`config.mk`:
```
export PLATFORM = sky130hd
export DESIGN_NAME = fwf_flag_bank
export DESIGN_NICKNAME = d
export VERILOG_FILES = /design/src/fwf_flag_bank.v
export VERILOG_INCLUDE_DIRS = /design/src
export SDC_FILE = /design/constraint.sdc
export NUM_CORES = 1
export LEC_CHECK = 0
export ABC_AREA = 0
export BUFFER_PORTS_ARGS = -buffer_cell sky130_fd_sc_hd__buf_2
export CELL_PAD_IN_SITES_DETAIL_PLACEMENT = 1
export CELL_PAD_IN_SITES_GLOBAL_PLACEMENT = 1
export CORE_AREA = 3 3 132 134
export DETAILED_ROUTE_END_ITERATION = 7
export DIE_AREA = 0 0 135 137
export GPL_ROUTABILITY_DRIVEN = 1
export PLACE_DENSITY_LB_ADDON = 0.1
export SLEW_MARGIN = 30
export SYNTH_ARGS = -nofsm -noshare
export SYNTH_HDL_FRONTEND = slang
export SYNTH_SLANG_ARGS = --single-unit
```
`constraint.sdc`:
```
create_clock -name SYS_CLK -period 2.8 [get_ports SYS_CLK]
set_input_delay 0.7 -clock SYS_CLK [delete_from_list [all_inputs] [get_ports SYS_CLK]]
set_output_delay 0.7 -clock SYS_CLK [all_outputs]
set_load 0.02 [all_outputs]
```
`src/fwf_consts.vh`:
```
// constants for the fault and wake flag bank
`ifndef FWF_CONSTS_VH
`define FWF_CONSTS_VH
`define FWF_FLAG_W 18
`define FWF_B_CAN_OC 0
`define FWF_B_SUSPECT 1
`define FWF_B_CONFIRM 2
`define FWF_B_LOW_BAT 3
`define FWF_B_LOW_GND 4
`define FWF_B_HIGH_BAT 5
`define FWF_B_HIGH_GND 6
`define FWF_B_PIN3_GND 7
`define FWF_B_PIN2_GND 8
`define FWF_B_PARITY 9
`define FWF_B_CS_TMO 10
`define FWF_B_SEC_UV 11
`define FWF_B_PRI_OV 12
`define FWF_B_PIN0_HOT 13
`define FWF_B_WD_HALF 14
`define FWF_B_WAKE13 15
`define FWF_B_WAKE02 16
`define FWF_B_SPI_WAKE 17
`define FWF_OFS_FLAGS 8'h00
`define FWF_OFS_INT_ST 8'h04
`define FWF_OFS_INT_MASK 8'h08
`define FWF_OFS_LIVE 8'h0C
`define FWF_FLAGS_RST 18'h00000
`define FWF_INT_RST 18'h00000
`define FWF_MASK_RST 18'h00000
`define FWF_SYNC_RST 15'h4000
// select low limit: 2 ms of the 50 MHz system clock
`define FWF_CS_LOW_CYC 17'h186A0
`endif

```
`src/fwf_flag_bank.v`:
```
// sticky fault and wake flag bank with ahb-lite register access
//
// Summary of operation
// - the bus overcurrent flag sets while current is over limit and clears on a read once it is gone.
// - the suspected bus fault flag sets on pre-detection and clears on a read after recovery.
// - the confirmed bus fault flag sets on full detection and clears on a read after recovery.
// - low wire short to battery and short to ground each have a flag cleared by a read after recovery.
// - high wire short to battery and short to ground each have a flag cleared by a read after recovery.
// - the pin 3 high side short to ground flag clears on a read after recovery.
// - the pin 2 high side short to ground flag clears on a read after recovery.
// - a serial parity error sets a flag that a read of the flags register clears.
// - the chip select held low past about 2 ms sets a flag that a read clears.
// - the secondary rail undervoltage flag clears on a read after the rail recovers.
// - the primary rail overvoltage flag clears on a read after the rail recovers.
// - the pin 0 high side thermal flag clears on a read after the sensor cools.
// - in flash mode a watchdog past half its period sets a flag that a read clears.
// - a wake on pin 1 or pin 3 sets a shared flag that a read clears.
// - a wake on pin 0 or pin 2 sets a shared flag that a read clears.
// - a serial wake in low power with the regulator on sets a flag that a read clears.
//
// Decided for this implementation: the register addresses and the AHB-Lite slave port.
`timescale 1ns/100ps
`include "fwf_consts.vh"

module fwf_flag_bank #(
    parameter CNT_W = 17,
    parameter [CNT_W-1:0] CS_LOW_CYC = `FWF_CS_LOW_CYC,
    parameter WD_W = 16
) (
    input wire SYS_CLK,
    input wire RESET,
    input wire HSEL,
    input wire [31:0] HADDR,
    input wire [1:0] HTRANS,
    input wire HWRITE,
    input wire [2:0] HSIZE,
    input wire [31:0] HWDATA,
    input wire HREADY,
    output wire [31:0] HRDATA,
    output wire HREADYOUT,
    output wire HRESP,
    output wire IRQ,
    input wire CAN_OVERCURRENT,
    input wire BUS_FAULT_SUSPECTED,
    input wire BUS_FAULT_CONFIRMED,
    input wire BUS_LOW_WIRE_BAT,
    input wire BUS_LOW_WIRE_GND,
    input wire BUS_HIGH_WIRE_BAT,
    input wire BUS_HIGH_WIRE_GND,
    input wire PIN3_HIGH_SIDE_SWITCH_GND,
    input wire PIN2_HIGH_SIDE_SWITCH_GND,
    input wire SECONDARY_SUPPLY_RAIL_UV,
    input wire PRIMARY_SUPPLY_RAIL_OV,
    input wire PIN0_HIGH_SIDE_SWITCH_HOT,
    input wire WAKE_PIN13,
    input wire WAKE_PIN02,
    input wire SERIAL_SELECT_N,
    input wire PARITY_ERROR,
    input wire SPI_WAKE,
    input wire LP_VDD_ON,
    input wire FLASH_MODE,
    input wire [WD_W-1:0] WD_ELAPSED,
    input wire [WD_W-1:0] WD_LENGTH
);

localparam FW = `FWF_FLAG_W;
localparam NS = 15;

// positions of the pins inside the synchroniser word
localparam SI_CAN_OC = 0;
localparam SI_SUSPECT = 1;
localparam SI_CONFIRM = 2;
localparam SI_LOW_BAT = 3;
localparam SI_LOW_GND = 4;
localparam SI_HIGH_BAT = 5;
localparam SI_HIGH_GND = 6;
localparam SI_PIN3_GND = 7;
localparam SI_PIN2_GND = 8;
localparam SI_SEC_UV = 9;
localparam SI_PRI_OV = 10;
localparam SI_PIN0_HOT = 11;
localparam SI_WAKE02 = 12;
localparam SI_WAKE13 = 13;
localparam SI_SEL_N = 14;

function sel;
    input [31:0] addr;
    input [7:0] ofs;
    begin
        sel = (addr[7:2] == ofs[7:2]);
    end
endfunction

function [FW-1:0] sticky;
    input [FW-1:0] cur;
    input [FW-1:0] set;
    input [FW-1:0] clr;
    begin
        // set beats clear in the same cycle
        sticky = set | (cur & ~clr);
    end
endfunction

// pin synchronisers
wire [NS-1:0] async_in;
reg [NS-1:0] sync1_ff;
reg [NS-1:0] sync2_ff;

assign async_in = {
    SERIAL_SELECT_N,
    WAKE_PIN13,
    WAKE_PIN02,
    PIN0_HIGH_SIDE_SWITCH_HOT,
    PRIMARY_SUPPLY_RAIL_OV,
    SECONDARY_SUPPLY_RAIL_UV,
    PIN2_HIGH_SIDE_SWITCH_GND,
    PIN3_HIGH_SIDE_SWITCH_GND,
    BUS_HIGH_WIRE_GND,
    BUS_HIGH_WIRE_BAT,
    BUS_LOW_WIRE_GND,
    BUS_LOW_WIRE_BAT,
    BUS_FAULT_CONFIRMED,
    BUS_FAULT_SUSPECTED,
    CAN_OVERCURRENT
};

always @(posedge SYS_CLK) begin
    if (RESET) begin
        sync1_ff <= `FWF_SYNC_RST;
        sync2_ff <= `FWF_SYNC_RST;
    end else begin
        sync1_ff <= async_in;
        sync2_ff <= sync1_ff;
    end
end

wire cs_low;
wire wake13_s;
wire wake02_s;
assign cs_low = ~sync2_ff[SI_SEL_N];
assign wake13_s = sync2_ff[SI_WAKE13];
assign wake02_s = sync2_ff[SI_WAKE02];

// condition flags follow the live detector level
wire [FW-1:0] cond_vec;
assign cond_vec[`FWF_B_CAN_OC] = sync2_ff[SI_CAN_OC];
assign cond_vec[`FWF_B_SUSPECT] = sync2_ff[SI_SUSPECT];
assign cond_vec[`FWF_B_CONFIRM] = sync2_ff[SI_CONFIRM];
assign cond_vec[`FWF_B_LOW_BAT] = sync2_ff[SI_LOW_BAT];
assign cond_vec[`FWF_B_LOW_GND] = sync2_ff[SI_LOW_GND];
assign cond_vec[`FWF_B_HIGH_BAT] = sync2_ff[SI_HIGH_BAT];
assign cond_vec[`FWF_B_HIGH_GND] = sync2_ff[SI_HIGH_GND];
assign cond_vec[`FWF_B_PIN3_GND] = sync2_ff[SI_PIN3_GND];
assign cond_vec[`FWF_B_PIN2_GND] = sync2_ff[SI_PIN2_GND];
// parity and select timeout are events and have no level
assign cond_vec[`FWF_B_PARITY] = 1'b0;
assign cond_vec[`FWF_B_CS_TMO] = 1'b0;
assign cond_vec[`FWF_B_SEC_UV] = sync2_ff[SI_SEC_UV];
assign cond_vec[`FWF_B_PRI_OV] = sync2_ff[SI_PRI_OV];
assign cond_vec[`FWF_B_PIN0_HOT] = sync2_ff[SI_PIN0_HOT];
assign cond_vec[`FWF_B_WD_HALF] = 1'b0;
assign cond_vec[`FWF_B_WAKE13] = 1'b0;
assign cond_vec[`FWF_B_WAKE02] = 1'b0;
assign cond_vec[`FWF_B_SPI_WAKE] = 1'b0;

// chip select low timer, saturates so it fires once per low period
reg [CNT_W-1:0] cs_cnt_ff;
reg [CNT_W-1:0] nxt_cs_cnt;
wire cs_tmo_pulse;

always @* begin
    nxt_cs_cnt = cs_cnt_ff;
    if (!cs_low) begin
        nxt_cs_cnt = {CNT_W{1'b0}};
    end else if (cs_cnt_ff != CS_LOW_CYC) begin
        nxt_cs_cnt = cs_cnt_ff + {{(CNT_W-1){1'b0}}, 1'b1};
    end
end

always @(posedge SYS_CLK) begin
    if (RESET) begin
        cs_cnt_ff <= {CNT_W{1'b0}};
    end else begin
        cs_cnt_ff <= nxt_cs_cnt;
    end
end

assign cs_tmo_pulse = cs_low && (nxt_cs_cnt == CS_LOW_CYC) && (cs_cnt_ff != CS_LOW_CYC);

// watchdog half period, edge so a persisting state does not re-set after a read
wire wd_half_now;
reg wd_half_d_ff;
reg wake13_d_ff;
reg wake02_d_ff;

assign wd_half_now = FLASH_MODE && ({WD_ELAPSED, 1'b0} > {1'b0, WD_LENGTH});

// edge registers reset to the idle low level, so release gives no false wake
always @(posedge SYS_CLK) begin
    if (RESET) begin
        wd_half_d_ff <= 1'b0;
    end else begin
        wd_half_d_ff <= wd_half_now;
    end
end

always @(posedge SYS_CLK) begin
    if (RESET) begin
        wake13_d_ff <= 1'b0;
    end else begin
        wake13_d_ff <= wake13_s;
    end
end

always @(posedge SYS_CLK) begin
    if (RESET) begin
        wake02_d_ff <= 1'b0;
    end else begin
        wake02_d_ff <= wake02_s;
    end
end

// event flags set by one-cycle pulses, except parity and serial wake which follow their input levels
wire [FW-1:0] evt_vec;
// condition bits take no pulse
assign evt_vec[`FWF_B_CAN_OC] = 1'b0;
assign evt_vec[`FWF_B_SUSPECT] = 1'b0;
assign evt_vec[`FWF_B_CONFIRM] = 1'b0;
assign evt_vec[`FWF_B_LOW_BAT] = 1'b0;
assign evt_vec[`FWF_B_LOW_GND] = 1'b0;
assign evt_vec[`FWF_B_HIGH_BAT] = 1'b0;
assign evt_vec[`FWF_B_HIGH_GND] = 1'b0;
assign evt_vec[`FWF_B_PIN3_GND] = 1'b0;
assign evt_vec[`FWF_B_PIN2_GND] = 1'b0;
assign evt_vec[`FWF_B_PARITY] = PARITY_ERROR;
assign evt_vec[`FWF_B_CS_TMO] = cs_tmo_pulse;
assign evt_vec[`FWF_B_SEC_UV] = 1'b0;
assign evt_vec[`FWF_B_PRI_OV] = 1'b0;
assign evt_vec[`FWF_B_PIN0_HOT] = 1'b0;
assign evt_vec[`FWF_B_WD_HALF] = wd_half_now & ~wd_half_d_ff;
assign evt_vec[`FWF_B_WAKE13] = wake13_s & ~wake13_d_ff;
assign evt_vec[`FWF_B_WAKE02] = wake02_s & ~wake02_d_ff;
assign evt_vec[`FWF_B_SPI_WAKE] = SPI_WAKE & LP_VDD_ON;

wire [FW-1:0] set_vec;
assign set_vec = cond_vec | evt_vec;

// ahb-lite slave; reads are sampled in the address phase, so no wait states
wire acc;
wire rd_acc;
wire rd_flags;
reg wr_pend_ff;
reg [7:0] wr_addr_ff;
reg [31:0] hrdata_ff;
reg [31:0] nxt_hrdata;

assign acc = HSEL && HREADY && HTRANS[1];
assign rd_acc = acc && !HWRITE;
assign rd_flags = rd_acc && sel(HADDR, `FWF_OFS_FLAGS);

always @(posedge SYS_CLK) begin
    if (RESET) begin
        wr_pend_ff <= 1'b0;
    end else begin
        wr_pend_ff <= acc && HWRITE;
    end
end

// address kept for the data phase that follows a taken transfer
always @(posedge SYS_CLK) begin
    if (RESET) begin
        wr_addr_ff <= 8'h00;
    end else if (acc) begin
        wr_addr_ff <= HADDR[7:0];
    end
end

wire wr_int_st;
wire wr_mask;
assign wr_int_st = wr_pend_ff && sel({24'h000000, wr_addr_ff}, `FWF_OFS_INT_ST);
assign wr_mask = wr_pend_ff && sel({24'h000000, wr_addr_ff}, `FWF_OFS_INT_MASK);

// flag bank; condition flags re-set each cycle the condition holds
reg [FW-1:0] flags_ff;
reg [FW-1:0] int_st_ff;
reg [FW-1:0] mask_ff;
reg irq_ff;
wire [FW-1:0] nxt_flags;
wire [FW-1:0] nxt_int_st;
wire [FW-1:0] rd_clr;
wire [FW-1:0] w1c;

assign rd_clr = {FW{rd_flags}};
assign nxt_flags = sticky(flags_ff, set_vec, rd_clr);
assign w1c = wr_int_st ? HWDATA[FW-1:0] : {FW{1'b0}};
// a flag that is already set does not raise the interrupt again
wire [FW-1:0] rise_vec;
wire [FW-1:0] nxt_mask;
wire nxt_irq;
assign rise_vec = set_vec & ~flags_ff;
assign nxt_int_st = sticky(int_st_ff, rise_vec, w1c);
// a mask write reaches the irq in the same cycle as a status update
assign nxt_mask = wr_mask ? HWDATA[FW-1:0] : mask_ff;
assign nxt_irq = |(nxt_int_st & nxt_mask);

always @(posedge SYS_CLK) begin
    if (RESET) begin
        flags_ff <= `FWF_FLAGS_RST;
    end else begin
        flags_ff <= nxt_flags;
    end
end

always @(posedge SYS_CLK) begin
    if (RESET) begin
        int_st_ff <= `FWF_INT_RST;
    end else begin
        int_st_ff <= nxt_int_st;
    end
end

always @(posedge SYS_CLK) begin
    if (RESET) begin
        mask_ff <= `FWF_MASK_RST;
    end else begin
        mask_ff <= nxt_mask;
    end
end

always @(posedge SYS_CLK) begin
    if (RESET) begin
        irq_ff <= 1'b0;
    end else begin
        irq_ff <= nxt_irq;
    end
end

// read mux; unmapped offsets read zero
always @* begin
    nxt_hrdata = hrdata_ff;
    if (rd_acc) begin
        nxt_hrdata = 32'h00000000;
        if (sel(HADDR, `FWF_OFS_FLAGS)) begin
            nxt_hrdata[FW-1:0] = flags_ff;
        end
        if (sel(HADDR, `FWF_OFS_INT_ST)) begin
            nxt_hrdata[FW-1:0] = int_st_ff;
        end
        if (sel(HADDR, `FWF_OFS_INT_MASK)) begin
            nxt_hrdata[FW-1:0] = mask_ff;
        end
        if (sel(HADDR, `FWF_OFS_LIVE)) begin
            nxt_hrdata[FW-1:0] = cond_vec;
        end
        if (HADDR[7:4] != 4'h0) begin
            nxt_hrdata = 32'h00000000;
        end
    end
end

always @(posedge SYS_CLK) begin
    if (RESET) begin
        hrdata_ff <= 32'h00000000;
    end else begin
        hrdata_ff <= nxt_hrdata;
    end
end

assign HRDATA = hrdata_ff;
assign HREADYOUT = 1'b1;
assign HRESP = 1'b0;
assign IRQ = irq_ff;

endmodule

```
==> results of run 1 <==
-- sequential cells by signal, indices dropped and copies added, names as in the netlist --
name / flops
IRQ: 1
mask_ff: 18
sync2_ff: 15
int_st_ff: 18
wake13_d_ff: 1
cs_cnt_ff: 17
HRDATA: 18
wr_addr_ff: 6
flags_ff: 18
wr_pend_ff: 1
wd_half_d_ff: 1
wake02_d_ff: 1
sync1_ff: 15
-- power breakdown --
group          switching, mW  leakage (nW)  internal (mW)
clock                  0.833         0.298           1.42
sequential            0.0417          1.06           1.91
combinational          0.189          1.80          0.157
total                   1.06          3.16           3.49
-- cells in the mapped netlist (all sizes together) (2+ instances only) --
cell type  instances
a2111oi            3
a21oi             44
a22oi             19
and3               4
buf               19
clkbuf            28
conb               2
dfxtp            130
ha                17
inv               38
mux2i             32
mux4              12
nand2             34
nand2b             5
nand3             11
nand4              8
nand4b             2
nor2              91
nor2b             37
nor3               8
nor4               4
nor4b              2
nor4bb             2
o21ai             11
o22ai             16
or2                5
or4                4
or4b               2
xnor2              6
xor2              11
-- per-layer routing --
layer  routed length, um  track usage [%]  up-vias
met1                7440             22.1     2292
li1                    -                -     2338
met2                7380             28.8       89
met3                 575             3.71       16
met5                   0                0        -
met4                 197             5.77        0
-- cell families (layout without fill, tap and decap cells) --
kind of cell,after synthesis,after routing,share of synthesized area (%)
adders and majority gates,17,17,3.72
xor gates and xnor gates,17,17,2.60
muxes,45,45,10.5
other,2,16,0.131
buffers and inverters,85,196,6.69
DFF,130,130,45.5
and+or+nand+nor,224,224,19.4
AOI/OAI and AO/OA,104,104,11.5
-- what timing repair did --
action / in CTS / in global routing
gates resized for setup: 5 / 9
cloned: 0 / 0
endpoints found under the setup margin: 1 / 1
pin swaps: 0 / 2
-- final cells by class --
cell class	count	area (um2)	area share, %
Clock buffer	19	443	6.15
Clock inverter	13	158	2.19
Inverter	38	143	1.98
Multi-Input combinational cell	423	2850	39.6
Sequential cell	130	2600	36.2
Tap cell	220	275	3.82
Timing Repair Buffer	126	726	10.1
-- worst max-delay path: stages (launching register included) --
cell,delay (ns)
dfxtp_2,0.32
or4b_4,0.54
or4b_4,0.54
buf_12,0.17
a21oi_4,0.15
o22ai_1,0.09
or4_4,0.57
o41ai_4,0.22
o311ai_1,0.13
-- cell usage in the layout (no fill, tap or decap), types with 2 or more instances in the layout --
cell type and instances:
inv_1 37, nand2_1 34, nand4b_1 2, buf_12 2, a21oi_1 37, o21ai_1 2
a21oi_4 4, clkbuf_16 17, conb_1 16, and3_1 4, inv_6 3, o22ai_1 16
xnor2_1 6, or4_1 3, a22oi_1 19, xor2_1 11, a21oi_2 3, a2111oi_0 3
or2_1 2, or4b_4 2, clkinv_2 5, nor2b_1 37, buf_4 26, o21ai_0 9
nor2_1 91, mux2i_1 32, nor4bb_1 2, nand4_1 8, nand2b_1 5, bufinv_16 3
nand3_1 11, ha_1 17, buf_2 98, nor4_1 4, mux4_2 12, nor3_1 8
or2_2 3, dfxtp_1 129
-- stage by stage --
step	utilization [%]	std cells	setup TNS, ns	worst slack, ns
global route	43.9	969	-0.145	-0.145
detailed placement	39.8	937	-0.205	-0.190
finish	43.9	969	-0.0829	-0.0829
CTS	43.5	969	-0.112	-0.112
floorplan	-	638	0	0.102
global placement	39.8	937	-0.150	-0.150
-- how the worst min path moves through the flow --
stage / depth (start not counted) / endpoint / from / slack (ns)
6_report: 1 / sync2_ff[14] / sync1_ff[14] / 0.41
3_3_place_gp: 1 / sync2_ff[14] / sync1_ff[14] / 0.40
3_5_place_dp: 1 / sync2_ff[14] / sync1_ff[14] / 0.40
2_1_floorplan: 1 / sync2_ff[14] / sync1_ff[14] / 0.39
4_1_cts: 1 / sync2_ff[14] / sync1_ff[14] / 0.41
5_1_grt: 1 / sync2_ff[14] / sync1_ff[14] / 0.42
==> results.md, run 1 <==
* Longest Clk Path Bufs at 2
* Initial antenna violation count at 0
* Min Tclk post-route at approximately 2.9 ns
* Final setup margin at -0.0829 ns
* Root Buffer: clkbuf_16
* R2r startpoint: wr_addr_ff[3]
* Post-CTS Hold Fix Bufs at 0
* Syn Area/Cell at 9.17 um2
* Total Wirelength at between 15000 and 20000 um
* Synthesized flop and latch total at 130
* Site Rows at 47
* Final #Nets at 878
* Max-slew violation count at 0
* Clk_lat worst skew at 0.41 ns
* Vias per cell at 4.89
* Setup CP Type: reg2reg
* P per Cell Area at 633 mW/mm2
* Outcome: finished with violations
* Initial DRC count at 157
* Yosys cell types at 54
* Final setup fails at 1
* Main synth FF type: dfxtp_1
* Number of fill cells at 1913
* Core Box Area at approximately 0.016 mm2
* Die area at 0.0185 mm2
* Post-synth EDFFs at 0
* Arrival @ worst endpoint at around 3.2 ns
* Die H at 137 um
* CP Max Fanout at 10
* Failing checks: setup timing
* IO Port Bufs at 99
* Fin area at 0.00720 mm2
* Largest net degree at the start of global routing at 51
* Num Clock Sinks at 130
* Total GRT Usage at 17.2%
* Vias in the first global route at just under 5000
* Layout area overhead at 25.8%
* Top-area cell type share of the netlist area at 45.5%
* Ant. Diodes at 0
* Clk_skew at 0.00525 ns
* Reg2reg path depth at 8
* VDD IR-drop max at about 0.0004 V
* Setup bufs post-CTS at 0
* Final antenna-violating net count at 0
* Final hold vios at 0
* Fin crit share at 103%
* Worst hold path type: reg2reg
* Fraction of layout instances using a drive strength above 1 at 25.0%
* Total CTS buffers at 17
* First-pass GRT wire length at 25000 um
* Post-synthesis sequential area ratio at 45.5%
* Pleak at 3.16 nW
* RSZ-0062 raised after global routing: true
* Clk slew on worst S/H paths at 0.06 ns
* Slew HR at 61.3%
* Ys async rst share at 0%
* Routed vias at 4735
* Flop-to-flop setup slack at -0.08 ns
* Gate Count Post-Synth at roughly 620
* Fin Hold WS at 0.413 ns
* Die X at 135 um
* YS warnings at 0
* Post-route DRC at 0
* Crit end category: flip-flop
* H-tree Lvls at 4
* Wire length per cell at 16.1 um
* Critical Path End: IRQ
* Synth area leaders: dfxtp_1, nor2_1, mux2i_1, mux4_2, nor2b_1
* Num ports at 160
* Synth Cell Area at 0.00572 mm2
* Area leader, netlist: dfxtp_1
* Least-Margin Pin Slew at between 0.5 and 0.6 ns
* Reg-to-reg endpoint: IRQ
* Startpoint Class: flip-flop
* First-pass iteration count of the detailed router at 6
* Dpl hpwl at 11300 um
* Max Cap Viol at 0
* CP Launch Point: wr_addr_ff[3]
* Initial Util at 34.9%
* Grt total ovfl at 0
* CTS tree: built
* RePlAce Congestion at 0.775
* CP Data Required Time at between 3 and 4 ns
* Area of placed instances at approximately 0.0065 mm2
* Max Freq at approximately 0.35 GHz
* Total Power at between 4 and 5 mW
(Power assumes the default switching activity.)
==> run 2: changes to the inputs <==
Settings changed: CORE_AREA 3 3 132 134 to 3 3 120 145, CTS_BUF_LIST set to sky130_fd_sc_hd__clkbuf_4 sky130_fd_sc_hd__clkbuf_8, DIE_AREA 0 0 135 137 to 0 0 123 148.
==> results.md, run 2 (synthesis gave the netlist of run 1 again) <==
* Num Clock Sinks at 130
* Final hold vios at 0
* Dpl hpwl at about 11000 um
* Fraction of layout instances using a drive strength above 1 at ~25%
* Final #Nets at 875
* Slew HR at around three fifths
* Total GRT Usage at 17.3%
* Core Box Area at 0.0161 mm2
* Psw at 1.00 mW
* CTS tree: built
* VDD IR-drop max at 0.000276 V
* Layout area overhead at 22.3%
* First-pass iteration count of the detailed router at 4
* Int Pwr at roughly 3.0 mW
* H-tree Lvls at 4
* Clk slew on worst S/H paths at roughly 0.08 ns
* Sequential share of power at roughly 50%
* Crit end category: flip-flop
* Fin crit share at 103%
* Initial DRC count at 139
* Routed vias at 4723
* Grt total ovfl at 0
* Clk_lat worst skew at 0.44 ns
* Setup bufs post-CTS at 0
* IO Port Bufs at just under 100
* Vias in the first global route at just over 5000
* Arrival @ worst endpoint at 3.19 ns
* P per Cell Area at roughly 570 mW/mm2
* Max Cap Viol at 0
* Total CTS buffers at 17
* Fin Setup TNS at -0.0851 ns
* Util after Layout at 43.4%
* Least-Margin Pin Slew at 0.560 ns
* RSZ-0062 raised after global routing: true
* Leading cell type in the layout, fill and taps excluded: dfxtp_1
* Min Tclk post-route at just under 3 ns
* Pleak at 3.05 nW
* Combinational share of power at 8.5%
* Longest Clk Path Bufs at 2
* Wire length per cell at 15.8 um
* RePlAce Congestion at 0.778
* Clock network fraction of design power at 42.8%
* Post-route DRC at 0
* Die H at around 150 um
* Final setup margin at -0.0851 ns
* CP Max Fanout at 5
* Num ports at 160
* Die area at roughly 0.018 mm2
* Startpoint Class: flip-flop
* CP Data Required Time at 3.10 ns
* Site Rows at 51
* Max-slew violation count at 0
* Total Wirelength at 15100 um
* Initial Util at around 35%
* Flop-to-flop setup slack at -0.09 ns
* Failing checks: setup timing
* Net Sw Frac at 25.1%
* Die X at 123 um
* First-pass GRT wire length at 24700 um
* Max Freq at around 0.35 GHz
* Setup WS pre-CTS at -0.240 ns
* Initial antenna violation count at 0
* Root Buffer: clkbuf_8
* Most frequent cells in the layout: dfxtp_1, buf_2, nor2_1
* Setup CP Type: reg2reg
* Final antenna-violating net count at 0
* Largest net degree at the start of global routing at 76
* Ant. Diodes at 0
* Outcome: finished with violations
* Final setup fails at 1
* Clk_skew at 0.0162 ns
* Worst hold path type: reg2reg
* Vias per cell at 4.93
* Post-CTS Hold Fix Bufs at 0
-- run 2: routing by layer --
| metal | GRT usage [%] | routed length (um) | up-vias |
|---|---|---|---|
| li1 | - | - | 2340 |
| met1 | 21.7 | 6870 | 2267 |
| met2 | 28.8 | 7290 | 95 |
| met3 | 3.98 | 669 | 21 |
| met4 | 6.48 | 276 | 0 |
| met5 | 0 | 0 | - |
-- run 2: path summary, 6_finish.rpt --
path | from | endpoint | cells after the start
setup / recovery | wr_addr_ff[5] | IRQ | 8
hold / removal | sync1_ff[14] | sync2_ff[14] | 1
setup reg to reg | wr_addr_ff[5] | IRQ | 8
hold reg to reg | sync1_ff[14] | sync2_ff[14] | 1
-- run 2: final cells by class --
cell class              count  area, um2
fillers                  1902       9150
multi-input cells         423       2860
flip-flops and latches    130       2600
repair buffers            123        698
well taps                 212        265
clock buffers              19        255
clock inverters            13        174
inverters                  38        143
-- run 2: per-stage QoR --
step | hold WS (ns) | instances | instance area, um2 | power (mW)
2_1_floorplan | 0.389 | 638 | 5780 | 2.20
3_3_place_gp | 0.396 | 925 | 6480 | 2.30
3_5_place_dp | 0.406 | 925 | 6480 | 2.32
4_1_cts | 0.414 | 958 | 6990 | 4.06
5_1_grt | 0.426 | 958 | 7000 | 4.19
6_report | 0.423 | 958 | 7000 | 4.00
-- run 2: power by group through the flow --
stage / Sequential (mW) / Combinational, mW / Clock [mW]
3_5_place_dp: 1.99 / 0.332 / 0
6_report: 1.95 / 0.339 / 1.71
5_1_grt: 1.95 / 0.382 / 1.85
4_1_cts: 1.95 / 0.343 / 1.77
2_1_floorplan: 1.98 / 0.222 / 0
3_3_place_gp: 1.98 / 0.320 / 0
-- run 2: worst max-delay path, stage by stage (launching register included) --
cell	delay [ns]
dfxtp_1	0.32
or4b_4	0.54
or4b_4	0.54
buf_6	0.17
a21oi_4	0.13
o22ai_1	0.09
or4_4	0.58
o41ai_4	0.25
o311ai_1	0.15
-- run 2: what timing repair did --
| item | CTS | global route |
|---|---|---|
| pin swaps | 10 | 1 |
| resized for setup | 15 | 1 |
| gates cloned | 1 | 0 |
| endpoints found under the hold margin | 0 | 0 |
| endpoints found under the setup margin | 1 | 1 |
==> run 3: changes to the inputs <==
Settings changed: PLACE_DENSITY set to 0.79, PLACE_DENSITY_LB_ADDON 0.1 to not set.
==> results.md, run 3 (synthesis gave the netlist of run 1 again) <==
* Max-slew violation count at 0
* Pleak at 3.07 nW
* H-tree Lvls at 4
* CP Data Required Time at 3.12 ns
* Setup bufs post-CTS at 0
* Layout area overhead at 22.3%
* Reg2reg path depth at 8
* Final #Nets at 878
* Clk_skew at 0.00838 ns
* Vias per cell at 4.96
* Setup CP Type: reg2reg
* Wire length per cell at 15.2 um
* Final antenna-violating net count at 0
* Clock network fraction of design power at 41.0%
* Routed vias at 4766
* Int Pwr at 2.93 mW
* Total CTS buffers at 17
* IO Port Bufs at 99
* Post-route DRC at 0
* Failing checks: setup timing
* Longest Clk Path Bufs at 2
* Dpl hpwl at 10300 um
* Worst hold path type: reg2reg
* Clk slew on worst S/H paths at around 0.070 ns
* R2r startpoint: wr_addr_ff[3]
* First-pass iteration count of the detailed router at 4
* Most frequent cells in the layout: dfxtp_1, buf_2, nor2_1
* Site Rows at 51
* Final setup margin at -0.132 ns
* Ant. Diodes at 0
* P per Cell Area at approximately 550 mW/mm2
* Psw at 954 uW
* Root Buffer: clkbuf_8
* VDD IR-drop max at 0.000217 V
* First-pass GRT wire length at 23300 um
* Die area at 0.0182 mm2
* Total GRT Usage at 16.3%
* Fraction of layout instances using a drive strength above 1 at between 20% and 30%
* Leading cell type in the layout, fill and taps excluded: dfxtp_1
* Outcome: finished with violations
* Num Clock Sinks at 130
* RSZ-0062 raised after global routing: true
* Combinational share of power at 8.8%
* Final setup fails at 1
* Crit end category: flip-flop
* Flop-to-flop setup slack at -0.13 ns
* Net Sw Frac at between 20% and 30%
* Clk_lat worst skew at 0.45 ns
* Core Box Area at 0.0161 mm2
* Total Power at 3.88 mW
* CP Launch Point: wr_addr_ff[3]
* Reg-to-reg endpoint: IRQ
* Max Freq at ~0.34 GHz
* Initial antenna violation count at 0
* Least-Margin Pin Slew at 0.566 ns
* Fin crit share at 105%
* CTS tree: built
* Critical Path End: IRQ
* Final hold vios at 0
* Startpoint Class: flip-flop
* Grt total ovfl at 0
* Min Tclk post-route at 2.93 ns
* Area of placed instances at between 0.006 and 0.007 mm2
* Num ports at 160
* Setup WS pre-CTS at -0.162 ns
* Initial Util at ~35%
* Initial DRC count at 215
* Slew HR at 62.3%
* RePlAce Congestion at 0.787
* Total Wirelength at 14600 um
* Vias in the first global route at 4731
* Sequential share of power at 50.2%
* Max Cap Viol at 0
* Fin area at 0.00700 mm2
* Largest net degree at the start of global routing at 46
* Arrival @ worst endpoint at 3.25 ns
* Die X at 123 um
* Post-CTS Hold Fix Bufs at 0
* CP Max Fanout at 5
* Die H at 148 um
## run 3: cell types whose count changed in the layout (fill, tap and decap cells not counted), sizes merged
cell,previous run,this run
buf,123,125
inv,43,38
clkinv,2,6
clkbuf,19,23
bufinv,3,2
clkinvlp,3,2
## run 3: worst max-delay path: stages (launching register included)
cell	delay, ns
dfxtp_1	0.32
or4b_4	0.54
or4b_4	0.56
buf_12	0.17
a21oi_2	0.16
o22ai_2	0.10
or4_4	0.58
o41ai_4	0.22
o311ai_1	0.14
## run 3: how the worst min path moves through the flow
| stage | cells after the start | slack, ns | startpoint | to |
|---|---|---|---|---|
| 3_5_place_dp | 1 | 0.40 | sync1_ff[14] | sync2_ff[14] |
| 3_3_place_gp | 1 | 0.40 | sync1_ff[14] | sync2_ff[14] |
| 5_1_grt | 2 | 0.41 | SERIAL_SELECT_N | sync1_ff[14] |
| 6_report | 1 | 0.42 | sync1_ff[14] | sync2_ff[14] |
| 2_1_floorplan | 1 | 0.39 | sync1_ff[14] | sync2_ff[14] |
| 4_1_cts | 2 | 0.41 | SERIAL_SELECT_N | sync1_ff[14] |
## run 3: metal layers
metal,track usage [%],vias to the layer above,part of all wire [%]
met3,4.78,21,5.8
met2,27.7,115,48
met4,5.21,0,1.9
met1,19.7,2288,44
li1,-,2342,-
met5,0,-,0
## run 3: power by group through the flow
stage               combinational [mW]  clock (mW)  sequential, mW
floorplan                        0.222           0            1.98
global placement                 0.322           0            1.99
detailed placement               0.333           0            1.99
CTS                              0.337        1.64            1.95
global route                     0.386        1.72            1.96
finish                           0.341        1.59            1.95
## run 3: cell type report
type                    instances  area, um2
well taps                     212        265
repair buffers                126        731
fillers                      1934       9150
inverters                      38        143
clock inverters                10        109
flip-flops and latches        130       2600
clock buffers                  22        284
multi-input cells             423       2860
## run 3: through the flow
stage	std cells	utilization [%]	hold WS, ns	setup TNS, ns
final	961	43.3	0.416	-0.132
after floorplan	638	-	0.389	0
after global placement	928	40.2	0.398	-0.103
after CTS	960	42.8	0.407	-0.0848
after global routing	961	43.3	0.413	-0.202
after detailed placement	928	40.2	0.402	-0.162
## run 3: what timing repair did
action                     CTS  global route
setup endpoints to repair    1             1
cloned                       0             1
pin swaps                    0             3
resized for setup            4            11
